<file path="src/include/event_timer_pkg.sv">
// event timer package: register map, field positions, reset values, carrier types
// assumes a 32-bit ahb-lite register bus with word-aligned registers
package event_timer_pkg;

   // register byte offsets
   localparam logic [7:0] CTRL_OFFSET     = 8'h00;
   localparam logic [7:0] PRESCALE_OFFSET = 8'h04;
   localparam logic [7:0] STATUS_OFFSET   = 8'h08;
   localparam logic [7:0] PORT_OFFSET     = 8'h0c;
   localparam logic [7:0] COUNT_OFFSET    = 8'h10;

   // control register fields
   localparam int unsigned CTRL_SRC_BIT   = 0;
   localparam int unsigned CTRL_MODE_BIT  = 1;
   localparam int unsigned CTRL_LEVEL_BIT = 2;
   localparam int unsigned CTRL_OE_BIT    = 3;
   localparam int unsigned CTRL_EDGE_BIT  = 4;

   // prescale register fields
   localparam int unsigned RATE_LOW_BIT  = 0;
   localparam int unsigned RATE_HIGH_BIT = 1;

   // status register fields
   localparam int unsigned STAT_IN_LEVEL_BIT = 0;
   localparam int unsigned STAT_OUT_ON_BIT   = 1;
   localparam int unsigned STAT_DIV_BIT      = 2;
   localparam int unsigned STAT_CLEAR_BIT    = 3;
   localparam int unsigned STAT_FLAG_BIT     = 7;

   // port register fields
   localparam int unsigned PORT_IN_DIR_BIT    = 0;
   localparam int unsigned PORT_OUT_DIR_BIT   = 1;
   localparam int unsigned PORT_IN_LATCH_BIT  = 2;
   localparam int unsigned PORT_OUT_LATCH_BIT = 3;
   localparam int unsigned PORT_IN_PIN_BIT    = 4;

   // counter preset and reset values
   localparam logic [7:0] COUNT_PRESET = 8'h01;
   localparam logic [1:0] RATE_RESET   = 2'h0;

   // prescaler terminal counts: divide by 4, 32, 256
   localparam logic [7:0] DIV4_MASK   = 8'h03;
   localparam logic [7:0] DIV32_MASK  = 8'h1f;
   localparam logic [7:0] DIV256_MASK = 8'hff;

   // clock rate
   localparam int unsigned REF_CLK_PERIOD_NS = 100;

   // rate select codes
   typedef enum logic [1:0] {
      RATE_DIV1   = 2'b00,
      RATE_DIV4   = 2'b01,
      RATE_DIV32  = 2'b10,
      RATE_DIV256 = 2'b11
   } rate_sel_t;

   // ahb htrans
   localparam logic [1:0] HTRANS_NONSEQ = 2'b10;

   typedef struct packed {
      logic output_edge_select;
      logic output_enable_bit;
      logic input_level_select;
      logic input_mode_select;
      logic count_source_select;
   } ctrl_t;

   typedef struct packed {
      logic output_latch;
      logic input_latch;
      logic output_pin_direction;
      logic input_pin_direction;
   } port_t;

   typedef struct packed {
      logic       valid;
      logic       write;
      logic [7:0] addr;
   } ahb_phase_t;

endpackage

</file>
<file path="src/rtl/event_prescaler.sv">
// 8-bit free-running prescaler on the system clock
// assumes rate select comes from a register on the same clock
`timescale 1ns/1ps
module event_prescaler
   import event_timer_pkg::*;
(
   // clock and reset
   input  wire logic      ref_clk,
   input  wire logic      rst_n,
   // rate select
   input  wire rate_sel_t rate_sel,
   // one-cycle ticks
   output logic           fixed_quarter_clock,
   output logic           prescaled_timer_clock
);

   logic [7:0] count;
   logic [7:0] next_count;

   function automatic logic at_terminal(input logic [7:0] value, input logic [7:0] mask);
      at_terminal = ((value & mask) == mask);
   endfunction

   always_comb begin
      next_count = count + 8'h01;
   end

   always_ff @(posedge ref_clk or negedge rst_n) begin
      if (!rst_n) begin
         count <= 8'h00;
      end else begin
         count <= next_count;
      end
   end

   // quarter rate tick for the other timer
   assign fixed_quarter_clock = at_terminal(count, DIV4_MASK); // RL14

   always_comb begin
      unique case (rate_sel) // RL1
         RATE_DIV1:   prescaled_timer_clock = 1'b1;
         RATE_DIV4:   prescaled_timer_clock = at_terminal(count, DIV4_MASK);
         RATE_DIV32:  prescaled_timer_clock = at_terminal(count, DIV32_MASK);
         RATE_DIV256: prescaled_timer_clock = at_terminal(count, DIV256_MASK);
      endcase
   end

endmodule // event_prescaler

</file>
<file path="src/rtl/event_timer_clock_and_output.sv">
// event timer clock source, event input, 8-bit counter and toggle event output
// assumes a single ahb-lite master, and a compare core on the same clock that
// pulses compare_match_pulse for one cycle per match
//
// The AHB-Lite interface to the registers and the placing of the registers were left to the implementer.
`timescale 1ns/1ps

// Summary of operation
// RL1: prescaled timer clock divides system clock by 1, 4, 32, 256; reset zero.
// RL2: event input passes a two-flop synchronizer on the system clock.
// RL3: edge mode counts synchronized edges; level select picks falling or rising.
// RL4: edge mode sets the event input flag on every selected edge.
// RL5: gated mode counts prescaled ticks while input sits at selected level.
// RL6: gated mode sets the flag when input leaves its active level.
// RL7: software presets the counter after changing the input mode select.
// RL8: software keeps the input pin direction clear while the event input is used.
// RL9: toggle stage halves compare match pulses into a 50% duty output.
// RL10: counter write loads the toggle stage with the output edge select level.
// RL11: output enable changes apply only at the selected event output edge.
// RL12: output pin driver enabled by its direction bit or synchronized enable.
// RL13: output off drives port latch if direction set, else released.
// RL14: prescaler supplies a fixed quarter-rate tick to the other timer.
// RL15: prescaled clock also gates gated mode; ticks aligned to system clock.
// RL16: count source select picks prescaled clock at zero, event input at one.
// RL17: output edge select zero means falling edge, one means rising edge.
// RL18: writing one to flag clear clears the flag; clear bit reads zero.
// RL19: a preset in the same cycle as an increment wins; increment dropped.
// RL20: mode and level changes act from the cycle after the write.
module event_timer_clock_and_output
   import event_timer_pkg::*;
(
   // clock and reset
   input  wire logic        ref_clk,
   input  wire logic        rst_n,
   // ahb-lite slave
   input  wire logic        hsel,
   input  wire logic [31:0] haddr,
   input  wire logic [1:0]  htrans,
   input  wire logic        hwrite,
   input  wire logic [2:0]  hsize,
   input  wire logic [31:0] hwdata,
   input  wire logic        hready,
   output logic      [31:0] hrdata,
   output logic             hreadyout,
   output logic             hresp,
   // compare core link
   input  wire logic        compare_match_pulse,
   output logic      [7:0]  event_counter,
   output logic             counter_preset,
   output logic             fixed_quarter_clock,
   // shared input pin
   input  wire logic        event_in_pin,
   output logic             shared_input_port_pin_out,
   output logic             shared_input_port_pin_oe,
   // shared output pin
   output logic             event_out_pin_out,
   output logic             event_out_pin_oe
);

   // register state
   ctrl_t      ctrl;
   ctrl_t      next_ctrl;
   rate_sel_t  rate_sel;
   rate_sel_t  next_rate_sel;
   port_t      port;
   port_t      next_port;
   ahb_phase_t phase;
   ahb_phase_t next_phase;
   logic [31:0] next_hrdata;

   // event input state
   logic       in_meta;
   logic       in_sync;
   logic       in_prev;
   logic       event_input_flag;
   logic       next_event_input_flag;

   // counter and output state
   logic [7:0] next_event_counter;
   logic       divider;
   logic       next_divider;
   logic       out_on;
   logic       next_out_on;

   // decoded strobes
   logic       prescaled_timer_clock;
   logic       wr_ctrl;
   logic       wr_prescale;
   logic       wr_status;
   logic       wr_port;
   logic       wr_count;
   logic       event_flag_clear;
   logic       edge_rise;
   logic       edge_fall;
   logic       edge_hit;
   logic       gate_open;
   logic       gate_close;
   logic       external_count_clock;
   logic       count_tick;
   logic       div_edge;

   function automatic logic is_write(input ahb_phase_t p, input logic [7:0] offset);
      is_write = p.valid && p.write && (p.addr == offset);
   endfunction

   event_prescaler u_prescaler (
      .ref_clk               (ref_clk),
      .rst_n                 (rst_n),
      .rate_sel              (rate_sel),
      .fixed_quarter_clock   (fixed_quarter_clock),
      .prescaled_timer_clock (prescaled_timer_clock)
   );

   // bus slave: zero wait states, always okay
   assign hreadyout = 1'b1;
   assign hresp     = 1'b0;

   assign wr_ctrl     = is_write(phase, CTRL_OFFSET);
   assign wr_prescale = is_write(phase, PRESCALE_OFFSET);
   assign wr_status   = is_write(phase, STATUS_OFFSET);
   assign wr_port     = is_write(phase, PORT_OFFSET);
   assign wr_count    = is_write(phase, COUNT_OFFSET);

   assign event_flag_clear = wr_status && hwdata[STAT_CLEAR_BIT]; // RL18

   always_comb begin
      next_phase.valid = hsel && hready && (htrans == HTRANS_NONSEQ);
      next_phase.write = hwrite;
      next_phase.addr  = {haddr[7:2], 2'b00};
      next_hrdata      = 32'h0000_0000;
      if (hsel && hready && (htrans == HTRANS_NONSEQ) && !hwrite) begin
         unique case ({haddr[7:2], 2'b00})
            CTRL_OFFSET:     next_hrdata[4:0] = ctrl;
            PRESCALE_OFFSET: next_hrdata[1:0] = rate_sel;
            STATUS_OFFSET: begin
               // clear bit is write-only and reads zero
               next_hrdata[STAT_FLAG_BIT]     = event_input_flag; // RL18
               next_hrdata[STAT_IN_LEVEL_BIT] = in_sync;
               next_hrdata[STAT_OUT_ON_BIT]   = out_on;
               next_hrdata[STAT_DIV_BIT]      = divider;
            end
            PORT_OFFSET: begin
               next_hrdata[3:0]             = port;
               next_hrdata[PORT_IN_PIN_BIT] = in_sync;
            end
            COUNT_OFFSET:    next_hrdata[7:0] = event_counter;
            default:         next_hrdata      = 32'h0000_0000;
         endcase
      end
   end

   always_comb begin
      next_ctrl     = ctrl;
      next_rate_sel = rate_sel;
      next_port     = port;
      if (wr_ctrl) begin
         // new mode and level reach the event logic on the next cycle
         next_ctrl = ctrl_t'(hwdata[4:0]); // RL20
      end
      if (wr_prescale) begin
         next_rate_sel = rate_sel_t'({hwdata[RATE_HIGH_BIT], hwdata[RATE_LOW_BIT]}); // RL1
      end
      if (wr_port) begin
         next_port = port_t'(hwdata[3:0]);
      end
   end

   always_ff @(posedge ref_clk or negedge rst_n) begin
      if (!rst_n) begin
         phase    <= '0;
         hrdata   <= 32'h0000_0000;
         ctrl     <= '0;
         rate_sel <= RATE_DIV1;
         port     <= '0;
      end else begin
         phase    <= next_phase;
         hrdata   <= next_hrdata;
         ctrl     <= next_ctrl;
         rate_sel <= next_rate_sel;
         port     <= next_port;
      end
   end

   // event input: synchronizer, then edge and gate detection on the second flop
   assign edge_rise  = in_sync && !in_prev;
   assign edge_fall  = !in_sync && in_prev;
   assign edge_hit   = ctrl.input_level_select ? edge_rise : edge_fall; // RL3
   assign gate_open  = (in_sync == ctrl.input_level_select); // RL5
   assign gate_close = ctrl.input_level_select ? edge_fall : edge_rise; // RL6

   always_comb begin
      if (ctrl.input_mode_select) begin
         external_count_clock = prescaled_timer_clock && gate_open; // RL15
      end else begin
         external_count_clock = edge_hit; // RL3
      end
   end

   always_comb begin
      next_event_input_flag = event_input_flag;
      if (event_flag_clear) begin
         next_event_input_flag = 1'b0; // RL18
      end
      // a new event beats a clear in the same cycle
      if (!ctrl.input_mode_select && edge_hit) begin
         next_event_input_flag = 1'b1; // RL4
      end
      if (ctrl.input_mode_select && gate_close) begin
         next_event_input_flag = 1'b1; // RL6
      end
   end

   always_ff @(posedge ref_clk or negedge rst_n) begin
      if (!rst_n) begin
         in_meta          <= 1'b0;
         in_sync          <= 1'b0;
         in_prev          <= 1'b0;
         event_input_flag <= 1'b0;
      end else begin
         in_meta          <= event_in_pin; // RL2
         in_sync          <= in_meta; // RL2
         in_prev          <= in_sync;
         event_input_flag <= next_event_input_flag;
      end
   end

   // counter: source select, preset overrides increment
   assign count_tick     = ctrl.count_source_select ? external_count_clock
                                                    : prescaled_timer_clock; // RL16
   assign counter_preset = wr_count || compare_match_pulse;

   always_comb begin
      next_event_counter = event_counter;
      if (counter_preset) begin
         next_event_counter = COUNT_PRESET; // RL19
      end else if (count_tick) begin
         next_event_counter = event_counter + 8'h01;
      end
   end

   // output toggle divider and edge-synchronized enable
   always_comb begin
      next_divider = divider;
      if (wr_count) begin
         next_divider = ctrl.output_edge_select; // RL10
      end else if (compare_match_pulse) begin
         next_divider = !divider; // RL9
      end
   end

   // selected edge: rising when edge select is one, falling when zero
   assign div_edge = !wr_count && (next_divider != divider)
                     && (next_divider == ctrl.output_edge_select); // RL17

   always_comb begin
      next_out_on = out_on;
      if (div_edge) begin
         next_out_on = ctrl.output_enable_bit; // RL11
      end
   end

   always_ff @(posedge ref_clk or negedge rst_n) begin
      if (!rst_n) begin
         event_counter <= COUNT_PRESET;
         divider       <= 1'b0;
         out_on        <= 1'b0;
      end else begin
         event_counter <= next_event_counter;
         divider       <= next_divider;
         out_on        <= next_out_on;
      end
   end

   // shared pins
   assign event_out_pin_oe  = port.output_pin_direction || out_on; // RL12
   assign event_out_pin_out = out_on ? divider : port.output_latch; // RL13

   // input pin works as a port output only when its direction bit is set
   assign shared_input_port_pin_oe  = port.input_pin_direction;
   assign shared_input_port_pin_out = port.input_latch;

endmodule // event_timer_clock_and_output

</file>
<file path="config.mk">
export PLATFORM = sky130hd
export DESIGN_NAME = event_timer_clock_and_output
export DESIGN_NICKNAME = d
export VERILOG_FILES = /design/src/include/event_timer_pkg.sv /design/src/rtl/event_prescaler.sv /design/src/rtl/event_timer_clock_and_output.sv
export SDC_FILE = /design/constraint.sdc
export NUM_CORES = 1
export LEC_CHECK = 0
export ABC_AREA = 1
export BUFFER_PORTS_ARGS = -buffer_cell sky130_fd_sc_hd__buf_2
export CORE_MARGIN = 4
export CORE_UTILIZATION = 42
export DETAILED_ROUTE_END_ITERATION = 12
export HOLD_SLACK_MARGIN = 0.12
export PLACE_DENSITY = 0.75
export SYNTH_ARGS = -nofsm -noshare
export SYNTH_HDL_FRONTEND = slang
export SYNTH_SLANG_ARGS = --single-unit
export TNS_END_PERCENT = 30
</file>
<file path="constraint.sdc">
create_clock -name ref_clk -period 1.9 [get_ports ref_clk]
set_clock_uncertainty 0.2 [all_clocks]
set_input_delay 0.475 -clock ref_clk [delete_from_list [all_inputs] [get_ports ref_clk]]
set_output_delay 0.475 -clock ref_clk [all_outputs]
set_load 0.03 [all_outputs]
</file>
Word level (Yosys, flattened, before mapping)

Cells that the tools add are included.

Register bits after elaboration: 73
Latch bits: 0
Bits in writable memories: 0
ROM bits: 0
Bits of input ports: 76
Memories kept: 0

Add/subtract/negate cells: 2
Multiply operators: 0
Divide/modulo/power cells: 0
Order comparisons: 0
Eq/ne operators: 18
Shift-type cells: 0
Mux-type cells: 19
Bitwise logic cells: 0
Reductions and logical operators: 30

Operators by type and width:

| operator                                                               | count |
|---|---|
| 6-bit by 2-bit equality test with 1-bit output (second input constant) | 4 |
| 8-bit 2-to-1 mux                                                       | 3 |
| 1-bit logical AND                                                      | 17 |
| 8-bit by 1-bit adder with 8-bit output (second input constant)         | 2 |
| 6-bit by 1-bit equality test with 1-bit output (second input constant) | 2 |
| 6-bit by 3-bit equality test with 1-bit output (second input constant) | 2 |
| 1-bit 2-to-1 mux                                                       | 10 |
| 2-bit case mux with 5 select lines                                     | 1 |
| 2-bit equality test (second input constant)                            | 4 |
| 8-bit equality test (second input constant)                            | 1 |
| 8-bit zero test                                                        | 1 |
| 1-bit case mux with 4 select lines                                     | 2 |
| 1-bit zero test                                                        | 6 |
| 6-bit zero test                                                        | 1 |
| 2-bit case mux with 3 select lines                                     | 1 |
| 5-bit equality test (second input constant)                            | 1 |
| 3-bit nonzero test                                                     | 1 |
| 1-bit equality test                                                    | 2 |
| 2-bit by 1-bit equality test with 1-bit output (second input constant) | 1 |
| 2-bit zero test                                                        | 1 |
| 1-bit logical OR                                                       | 2 |
| 2-bit 2-to-1 mux                                                       | 1 |
| 1-bit case mux with 2 select lines                                     | 1 |
| 2-bit nonzero test                                                     | 1 |
| 1-bit != test                                                          | 1 |

Logic depth before layout (Yosys ltp)

Gate-level depths: netlist of run 1.

Word-level depth: 7
Mapped depth: 12
Depth with buffers taken out: 12

Modules after synthesis

From an unflattened synthesis of run 1, not the netlist that was laid out.

Cell total of the unflattened synthesis: 324
Area, all modules: 2613.8 um2

Modules (own cells, without submodules):

| module                       | instances | cells each | area an instance (um2) | seq. area each (um2) |
|---|---|---|---|---|
| event_timer_clock_and_output | 1         | 276        | 2228.4                 | 1027.2 |
| event_prescaler              | 1         | 48         | 385.4                  | 200.2 |

Worst setup path before layout of run 1

No wires, ideal clock.

Path type: register to register
Start point: reg u_prescaler.count[0]
End point: reg event_counter[3]
Setup time: 0.118 ns
Data arrival time: 1.659 ns
Data required time: 1.582 ns
Slack: -0.077 ns
Cell stages (with the launch flop): 13
Clock period less this slack: 1.977 ns
Cell sequence: dfrtp_1 > ha_1 > nand3_2 > inv_1 > ha_1 > inv_1 > nand2_1 > a21oi_1 > nand2_1 > nand2_4 > nand3_4 > nand2_1 > nand2_1

Word-level cells in the longest chain between the ends: 6

Ends and longest elaborated chain:

| item                                   | line                                | text |
|---|---|---|
| start: declaration                     | event_prescaler.sv:17               | `logic [7:0] count;` |
| start signal: assignment               | event_prescaler.sv:32               | `count <= next_count;` |
| 2-bit equality test (*)                | -                                   |  |
| named net fixed_quarter_clock          | event_timer_clock_and_output.sv:50  | `output logic fixed_quarter_clock,` |
| 1-bit case mux with 4 select lines (*) | event_prescaler.sv:40               | `unique case (rate_sel)` |
| 1-bit logical AND                      | event_timer_clock_and_output.sv:193 | `external_count_clock = prescaled_timer_clock && gate_open;` |
| 1-bit 2-to-1 mux                       | event_timer_clock_and_output.sv:192 | `if (ctrl.input_mode_select) begin` |
| 1-bit 2-to-1 mux (*)                   | event_timer_clock_and_output.sv:228 | `assign count_tick = ctrl.count_source_select ? external_count_clock` |
| 2-bit nonzero test (no line) (*)       | -                                   |  |
| end signal: assignment                 | event_timer_clock_and_output.sv:268 | `event_counter <= next_event_counter;` |
| end: declaration                       | event_timer_clock_and_output.sv:48  | `output logic [7:0] event_counter,` |

Mark *: on every way through the listed nets, which the timed path passes. The rest lies on a longest branch.
A chain may end at the register's enable or synchronous reset.

Final worst setup path of run 1

Start point: reg phase[7] in the netlist's numbering
End point: out counter_preset

Word-level cells in the longest chain between the ends: 3

Ends and longest elaborated chain:

| item                                           | line                                | text |
|---|---|---|
| start: declaration                             | event_timer_clock_and_output.sv:67  | `ahb_phase_t phase;` |
| start signal: assignment                       | event_timer_clock_and_output.sv:176 | `phase <= next_phase;` |
| 6-bit by 3-bit equality test with 1-bit output | event_timer_clock_and_output.sv:103 | `is_write = p.valid && p.write && (p.addr == offset);` |
| 1-bit logical AND                              | event_timer_clock_and_output.sv:103 |  |
| 1-bit logical OR                               | event_timer_clock_and_output.sv:230 | `assign counter_preset = wr_count \|\| compare_match_pulse;` |
| end: declaration                               | event_timer_clock_and_output.sv:49  | `output logic counter_preset,` |

Every way passes these cells.

==> reports/metrics.yaml, run 1 <==
outcome: "complete, but fails checks"
violations: "setup timing"
die_h_um: 87.2
htree_levels: 2
synth-seq-area-share: 0.465
max_stage_delay_ns: 0.38
drive_gt1_frac: 0.278
multi_input_comb_area_sq_um: 1230
numCtsBuffers: 5
finalSetupViolCount: 4
grt_max_degree: 32
rr_startpoint: "u_prescaler.count[1]"
ant_nets: 0
vias_per_cell: 4.66
yosysWarnings: 0
r2r_slack_ns: -0.01
worstReg2RegEnd: "event_counter[7]"
synthFlopType: "dfrtp_1"
path_max_fanout: 2
wl_per_cell_um: 12.3
p_per_area_nw_per_um2: 669
crit_family: "simple AND/OR/NAND/NOR gates"
endpoint_kind: "output port"
hold_depth: 1
slew_viol_final: 0
area_delta_synth_final_pct: 20.3
crit_chain: "nor2_2 -> nand2_2 -> nor2_4 -> nor2_4 -> inv_2 -> buf_6"
antenna_cells: 0
postPlaceCellArea_sq_um: 2880
firstDrtPassIters: 4
final_area_sq_um: 3170
min_to: "phase[4]"
critPathKind: "reg -> out"
finalHoldViolations: 0
fillers: 565
ys_ff_latch: 49
num_rows: 28
irDropWorstVdd_v: 0.000404
wirelength_um: 5590
clockBufferDepth: 2
rr_worst_depth: 12
start_util: 0.440
cp_data_arrival_time_ns: 1.29
synth-edff-count: 0
holdCritPathClass: "in -> reg"
gp_congestion: 0.876
die_w_um: 87.2
critPathLaunchType: "flip-flop"
finalNonFillerCells: 453
crit_buf_inv: 2
fin_nets: 457
cts_tree: "built"
synth_area_per_cell_sq_um: 8.40
ff_latch_area_sq_um: 1230
timing.final.crit_share: 1.03
grt_remaining_overflow: 0
crit_slowest_cell: "dfrtp_1"
core_sq_um: 5990
fmax_mhz: 510
fin_total_pwr_mw: 2.12
antenna_found_initial: 0
clock-sinks: 49
ys_types: 29
numPortBuffers: 41
fin_setup_tns_ns: -0.0713
grt_pass1_vias: 2090
cts_root_buffer: "clkbuf_8"
drt_iter0_markers: 62
syn-cell-area_sq_um: 2640
crit_top_cell: "nor2_4"
clk_pin_slew_ns: 0.09
drc: 0
max-cap-violations: 0
dp_hpwl_um: 4200
insertion_delay_ns: 0.30
period_minus_slack_ns: 1.96
placed_cells: 433
vias: 2109
grt.total_usage: 0.158
leakage_nw: 1.69
final_common_cell: "nand2_1"
worstHoldStart: "haddr[4]"
mostFrequentLayoutCells: "nand2_1, dfrtp_1, buf_2, inv_1, conb_1"
die-area_sq_um: 7610
grt_setup_unrepaired: "yes"
fin_ws_ns: -0.0610
synthCells: 314
cp.required_ns: 1.22
grt_pass1_wl_um: 9440
final_util: 0.530
synthArstFlopShare: 1.00
io_pins: 124
## worst max path at each step
stage	startpoint	to	slack, ns	cells after the start
after detailed placement	u_prescaler.count[0]	event_counter[6]	0.01	12
after global routing	phase[7]	counter_preset	-0.16	6
after floorplan	u_prescaler.count[0]	event_counter[3]	0.04	12
after CTS	phase[6]	counter_preset	-0.09	6
after global placement	u_prescaler.count[0]	event_counter[7]	0.03	12
final	phase[7]	counter_preset	-0.06	6
## sequential cells by signal, summed over array words and instances, names as in the netlist
signal / flops
in_meta: 1
u_prescaler.count: 8
divider: 1
shared_input_port_pin_out: 1
out_on: 1
rate_sel: 2
ctrl: 5
in_sync: 1
shared_input_port_pin_oe: 1
phase: 8
port: 2
event_input_flag: 1
in_prev: 1
event_counter: 8
hrdata: 8
## metal layers
| layer | vias to the layer above | track usage | wire length, um |
|---|---|---|---|
| met5 | - | 0 | 0 |
| met4 | 0 | 0.0656 | 85 |
| met3 | 5 | 0.0407 | 375 |
| met2 | 55 | 0.255 | 2700 |
| met1 | 973 | 0.201 | 2430 |
| li1 | 1076 | - | - |
## Yosys cell counts (4+ instances only)
| library cell | instances | area share |
|---|---|---|
| nand2_1 | 77 | 0.11 |
| xor2_1 | 6 | 0.020 |
| nor2_1 | 28 | 0.040 |
| xnor2_1 | 4 | 0.013 |
| dfrtp_1 | 48 | 0.46 |
| inv_1 | 36 | 0.051 |
| buf_4 | 28 | 0.080 |
| nor2_4 | 5 | 0.021 |
| nand4_1 | 18 | 0.043 |
| o21ai_0 | 15 | 0.028 |
| nand3_1 | 18 | 0.034 |
## what timing repair did
item | in CTS | in global routing
endpoints found under the setup margin | 5 | 18
hold buffers | 7 | 1
pin swaps | 4 | 9
hold endpoints to repair | 23 | 1
gates cloned | 0 | 1
gates resized for setup | 8 | 23
setup buffers | 2 | 2
## where the power goes
part	internal, mW	switching, mW	total (mW)
registers	1.09	0.0366	1.12
logic	0.125	0.271	0.397
clock network	0.254	0.350	0.604
## final cells by class
| cell class | count | area share |
|---|---|---|
| multi-input combinational | 224 | 0.388 |
| sequential | 49 | 0.387 |
| timing repair buffer | 61 | 0.125 |
| inverter | 37 | 0.0438 |
| tap | 75 | 0.0296 |
| clock buffer | 5 | 0.0217 |
| clock inverter | 2 | 0.00513 |
## cells by family after synthesis
kind of cell	synth area share
AOI/OAI and AO/OA	0.0455
xor gates and xnor gates	0.0332
adders and majority gates	0.0142
buffers and inverters	0.137
DFF	0.465
other	0.00285
and+or+nand+nor	0.302
## per-stage QoR
| stage | hold slack (ns) | setup slack [ns] |
|---|---|---|
| 2_1_floorplan | -0.0206 | 0.0406 |
| 3_3_place_gp | 0.135 | 0.0327 |
| 3_5_place_dp | 0.148 | 0.0131 |
| 4_1_cts | 0.120 | -0.0867 |
| 5_1_grt | 0.153 | -0.155 |
| 6_report | 0.162 | -0.0610 |
Note: power is estimated with default switching activity, not from simulation.
==> run 2, diff against run 1 <==
--- a/config.mk
+++ b/config.mk
@@ -14,5 +14,6 @@
 export PLACE_DENSITY = 0.75
 export SYNTH_ARGS = -nofsm -noshare
 export SYNTH_HDL_FRONTEND = slang
+export SYNTH_HIERARCHICAL = 1
 export SYNTH_SLANG_ARGS = --single-unit
 export TNS_END_PERCENT = 30
==> run 2 against run 1 <==
The run still ends with setup timing left. Register-to-register slack improved by 0.04 ns. Count of clock-buffer cells in the layout rose by 1. Critical path type unchanged. Largest power group unchanged. Power fell by 6.8%.
==> reports/metrics.yaml, run 2 <==
timing.final.crit_share: 1.02
max-cap-violations: 0
numCtsBuffers: 5
syn-cell-area_sq_um: 2610
antenna_found_initial: 0
grt_pass1_wl_um: 9470
critPathKind: "reg -> out"
r2r_slack_ns: 0.03
cts_tree: "built"
vias_per_cell: 4.83
cts_root_buffer: "clkbuf_8"
yosysMostFrequentCell: "nand2_1"
die_h_um: 86.9
clockBufferDepth: 2
slew_viol_final: 0
internal_power_mw: 1.41
yosys-top-cells-count: "nand2_1, dfrtp_1, inv_1, nor2_1, nand3_1"
fin_total_pwr_mw: 1.98
synth_top_area_cell: "dfrtp_1"
drive_gt1_frac: 0.245
synth.area.top_cells: "dfrtp_1, nand2_1, buf_4"
area_delta_synth_final_pct: 19.9
rr_startpoint: "u_prescaler/count[1]"
synth_area_per_cell_sq_um: 8.07
ant_nets: 0
clock-sinks: 49
synthArstFlopShare: 1.00
p_per_area_nw_per_um2: 632
path_max_fanout: 2
wl_per_cell_um: 12.2
synth-edff-count: 0
postPlaceCellArea_sq_um: 2830
rr_worst_depth: 12
p_seq_frac: 0.558
cp_data_arrival_time_ns: 1.27
crit_slowest_cell: "dfrtp_1"
period_minus_slack_ns: 1.95
insertion_delay_ns: 0.31
die-area_sq_um: 7550
grt_setup_unrepaired: "yes"
critPathLaunchType: "flip-flop"
start_util: 0.436
worstReg2RegEnd: "event_counter[2]"
antenna_cells: 0
synthDominantCellAreaShare: 0.460
final_area_sq_um: 3130
grt_pass1_vias: 2127
mostFrequentLayoutCells: "nand2_1, dfrtp_1, buf_2, inv_1, nor2_1"
finalSetupViolCount: 1
firstDrtPassIters: 4
place_ws_ns: 0.000364
fin_setup_tns_ns: -0.0450
synthCells: 324
core_sq_um: 5990
num_rows: 28
ys_ff_latch: 49
grt_max_degree: 27
fmax_mhz: 514
clk_pin_slew_ns: 0.08
die_w_um: 86.9
crit_chain: "nor2_2 -> nand2_2 -> nor2_4 -> nor2_4 -> inv_2 -> buf_6"
wirelength_um: 5650
dp_hpwl_um: 4170
ys_types: 30
clkPwrFrac: 0.307
switching_power_mw: 0.573
outcome: "complete, but fails checks"
final_common_cell: "nand2_1"
crit_top_cell: "nor2_4"
synth-seq-area-share: 0.470
placed_cells: 441
grt_remaining_overflow: 0
worstHoldStart: "haddr[2]"
synthFlopType: "dfrtp_1"
power_frac_comb: 0.136
yosysWarnings: 6
gp_congestion: 0.896
hold_depth: 1
drc: 0
vias: 2235
holdCritPathClass: "in -> reg"
switching_share: 0.289
leakage_nw: 1.68
finalNonFillerCells: 463
violations: "setup timing"
finalHoldViolations: 0
fin_ws_ns: -0.0450
numPortBuffers: 41
fin_nets: 466
max_stage_delay_ns: 0.40
irDropWorstVdd_v: 0.000317
htree_levels: 2
io_pins: 124
drt_iter0_markers: 204
grt.total_usage: 0.159
cp.required_ns: 1.22
endpoint_kind: "output port"
min_to: "phase[2]"
-- run 2: changes by cell type after synthesis, moves of 2 or more --
cell,change
nand3_1,+14
nand4_1,-10
nor2_1,+6
nor2_4,-3
xnor2_1,-3
a21oi_1,+2
buf_4,-2
nand2_2,+2
nand3_2,-2
nand3b_1,+2
nor2_2,+2
-- run 2: power groups by stage --
stage | combinational (mW) | clock (mW) | sequential, mW
2_1_floorplan | 0.199 | 0 | 1.12
3_3_place_gp | 0.235 | 0 | 1.12
3_5_place_dp | 0.241 | 0 | 1.12
4_1_cts | 0.263 | 0.631 | 1.10
5_1_grt | 0.295 | 0.683 | 1.11
6_report | 0.268 | 0.607 | 1.10
-- run 2: how the worst max path moves through the flow --
stage / startpoint / endpoint / slack (ns) / depth (start not counted)
floorplan: u_prescaler/count[0] / event_counter[2] / 0.07 / 12
global placement: u_prescaler/count[0] / event_counter[1] / 0.04 / 12
detailed placement: u_prescaler/count[0] / event_counter[5] / 0.0004 / 12
CTS: phase[2] / counter_preset / -0.07 / 6
global route: phase[2] / counter_preset / -0.12 / 6
finish: phase[2] / counter_preset / -0.05 / 6
-- run 2: per-stage QoR --
step / util / hold slack [ns]
2_1_floorplan: - / -0.0206
3_3_place_gp: 0.472 / 0.0683
3_5_place_dp: 0.472 / 0.0675
4_1_cts: 0.510 / 0.136
5_1_grt: 0.523 / 0.139
6_report: 0.523 / 0.153
-- run 2: metal layers --
metal	GRT usage	vias up	share of wire
met3	0.0350	19	0.078
met1	0.203	1024	0.41
met2	0.258	88	0.48
li1	-	1104	-
met5	0	-	0
met4	0.0737	0	0.030
-- run 2: layout make-up --
class / count / area (sq um)
Clock buffer: 6 / 72.6
Clock inverter: 2 / 15.0
Fill cell: 571 / 2860
Inverter: 40 / 153
Multi-Input combinational cell: 232 / 1180
Sequential cell: 49 / 1230
Tap cell: 75 / 93.8
Timing Repair Buffer: 59 / 390
-- run 2: worst max-delay path: cells and delay by family, from the launching register on --
| family | cells | cell delay (ns) |
|---|---|---|
| AND/OR/NAND/NOR | 4 | 0.41 |
| buffers and inverters | 2 | 0.17 |
| flip-flops | 1 | 0.40 |
-- run 2: what timing repair did --
| action | in CTS | in global routing |
|---|---|---|
| endpoints found under the setup margin | 7 | 16 |
| setup buffers | 3 | 2 |
| gates resized for setup | 10 | 15 |
| pin swaps | 5 | 7 |
| hold endpoints to repair | 56 | 0 |
| hold buffers | 9 | 0 |
-- run 2: kinds of logic (layout without fill, tap and decap cells) --
logic type	Yosys count	after routing	synth area share
AO/OA/AOI/OAI	26	26	0.0507
XOR/XNOR	6	6	0.0201
adder cells (fa/ha/maj)	3	3	0.0144
buffers and inverters	67	107	0.137
flip-flops	49	49	0.470
other	2	26	0.00287
AND/OR/NAND/NOR	171	171	0.305
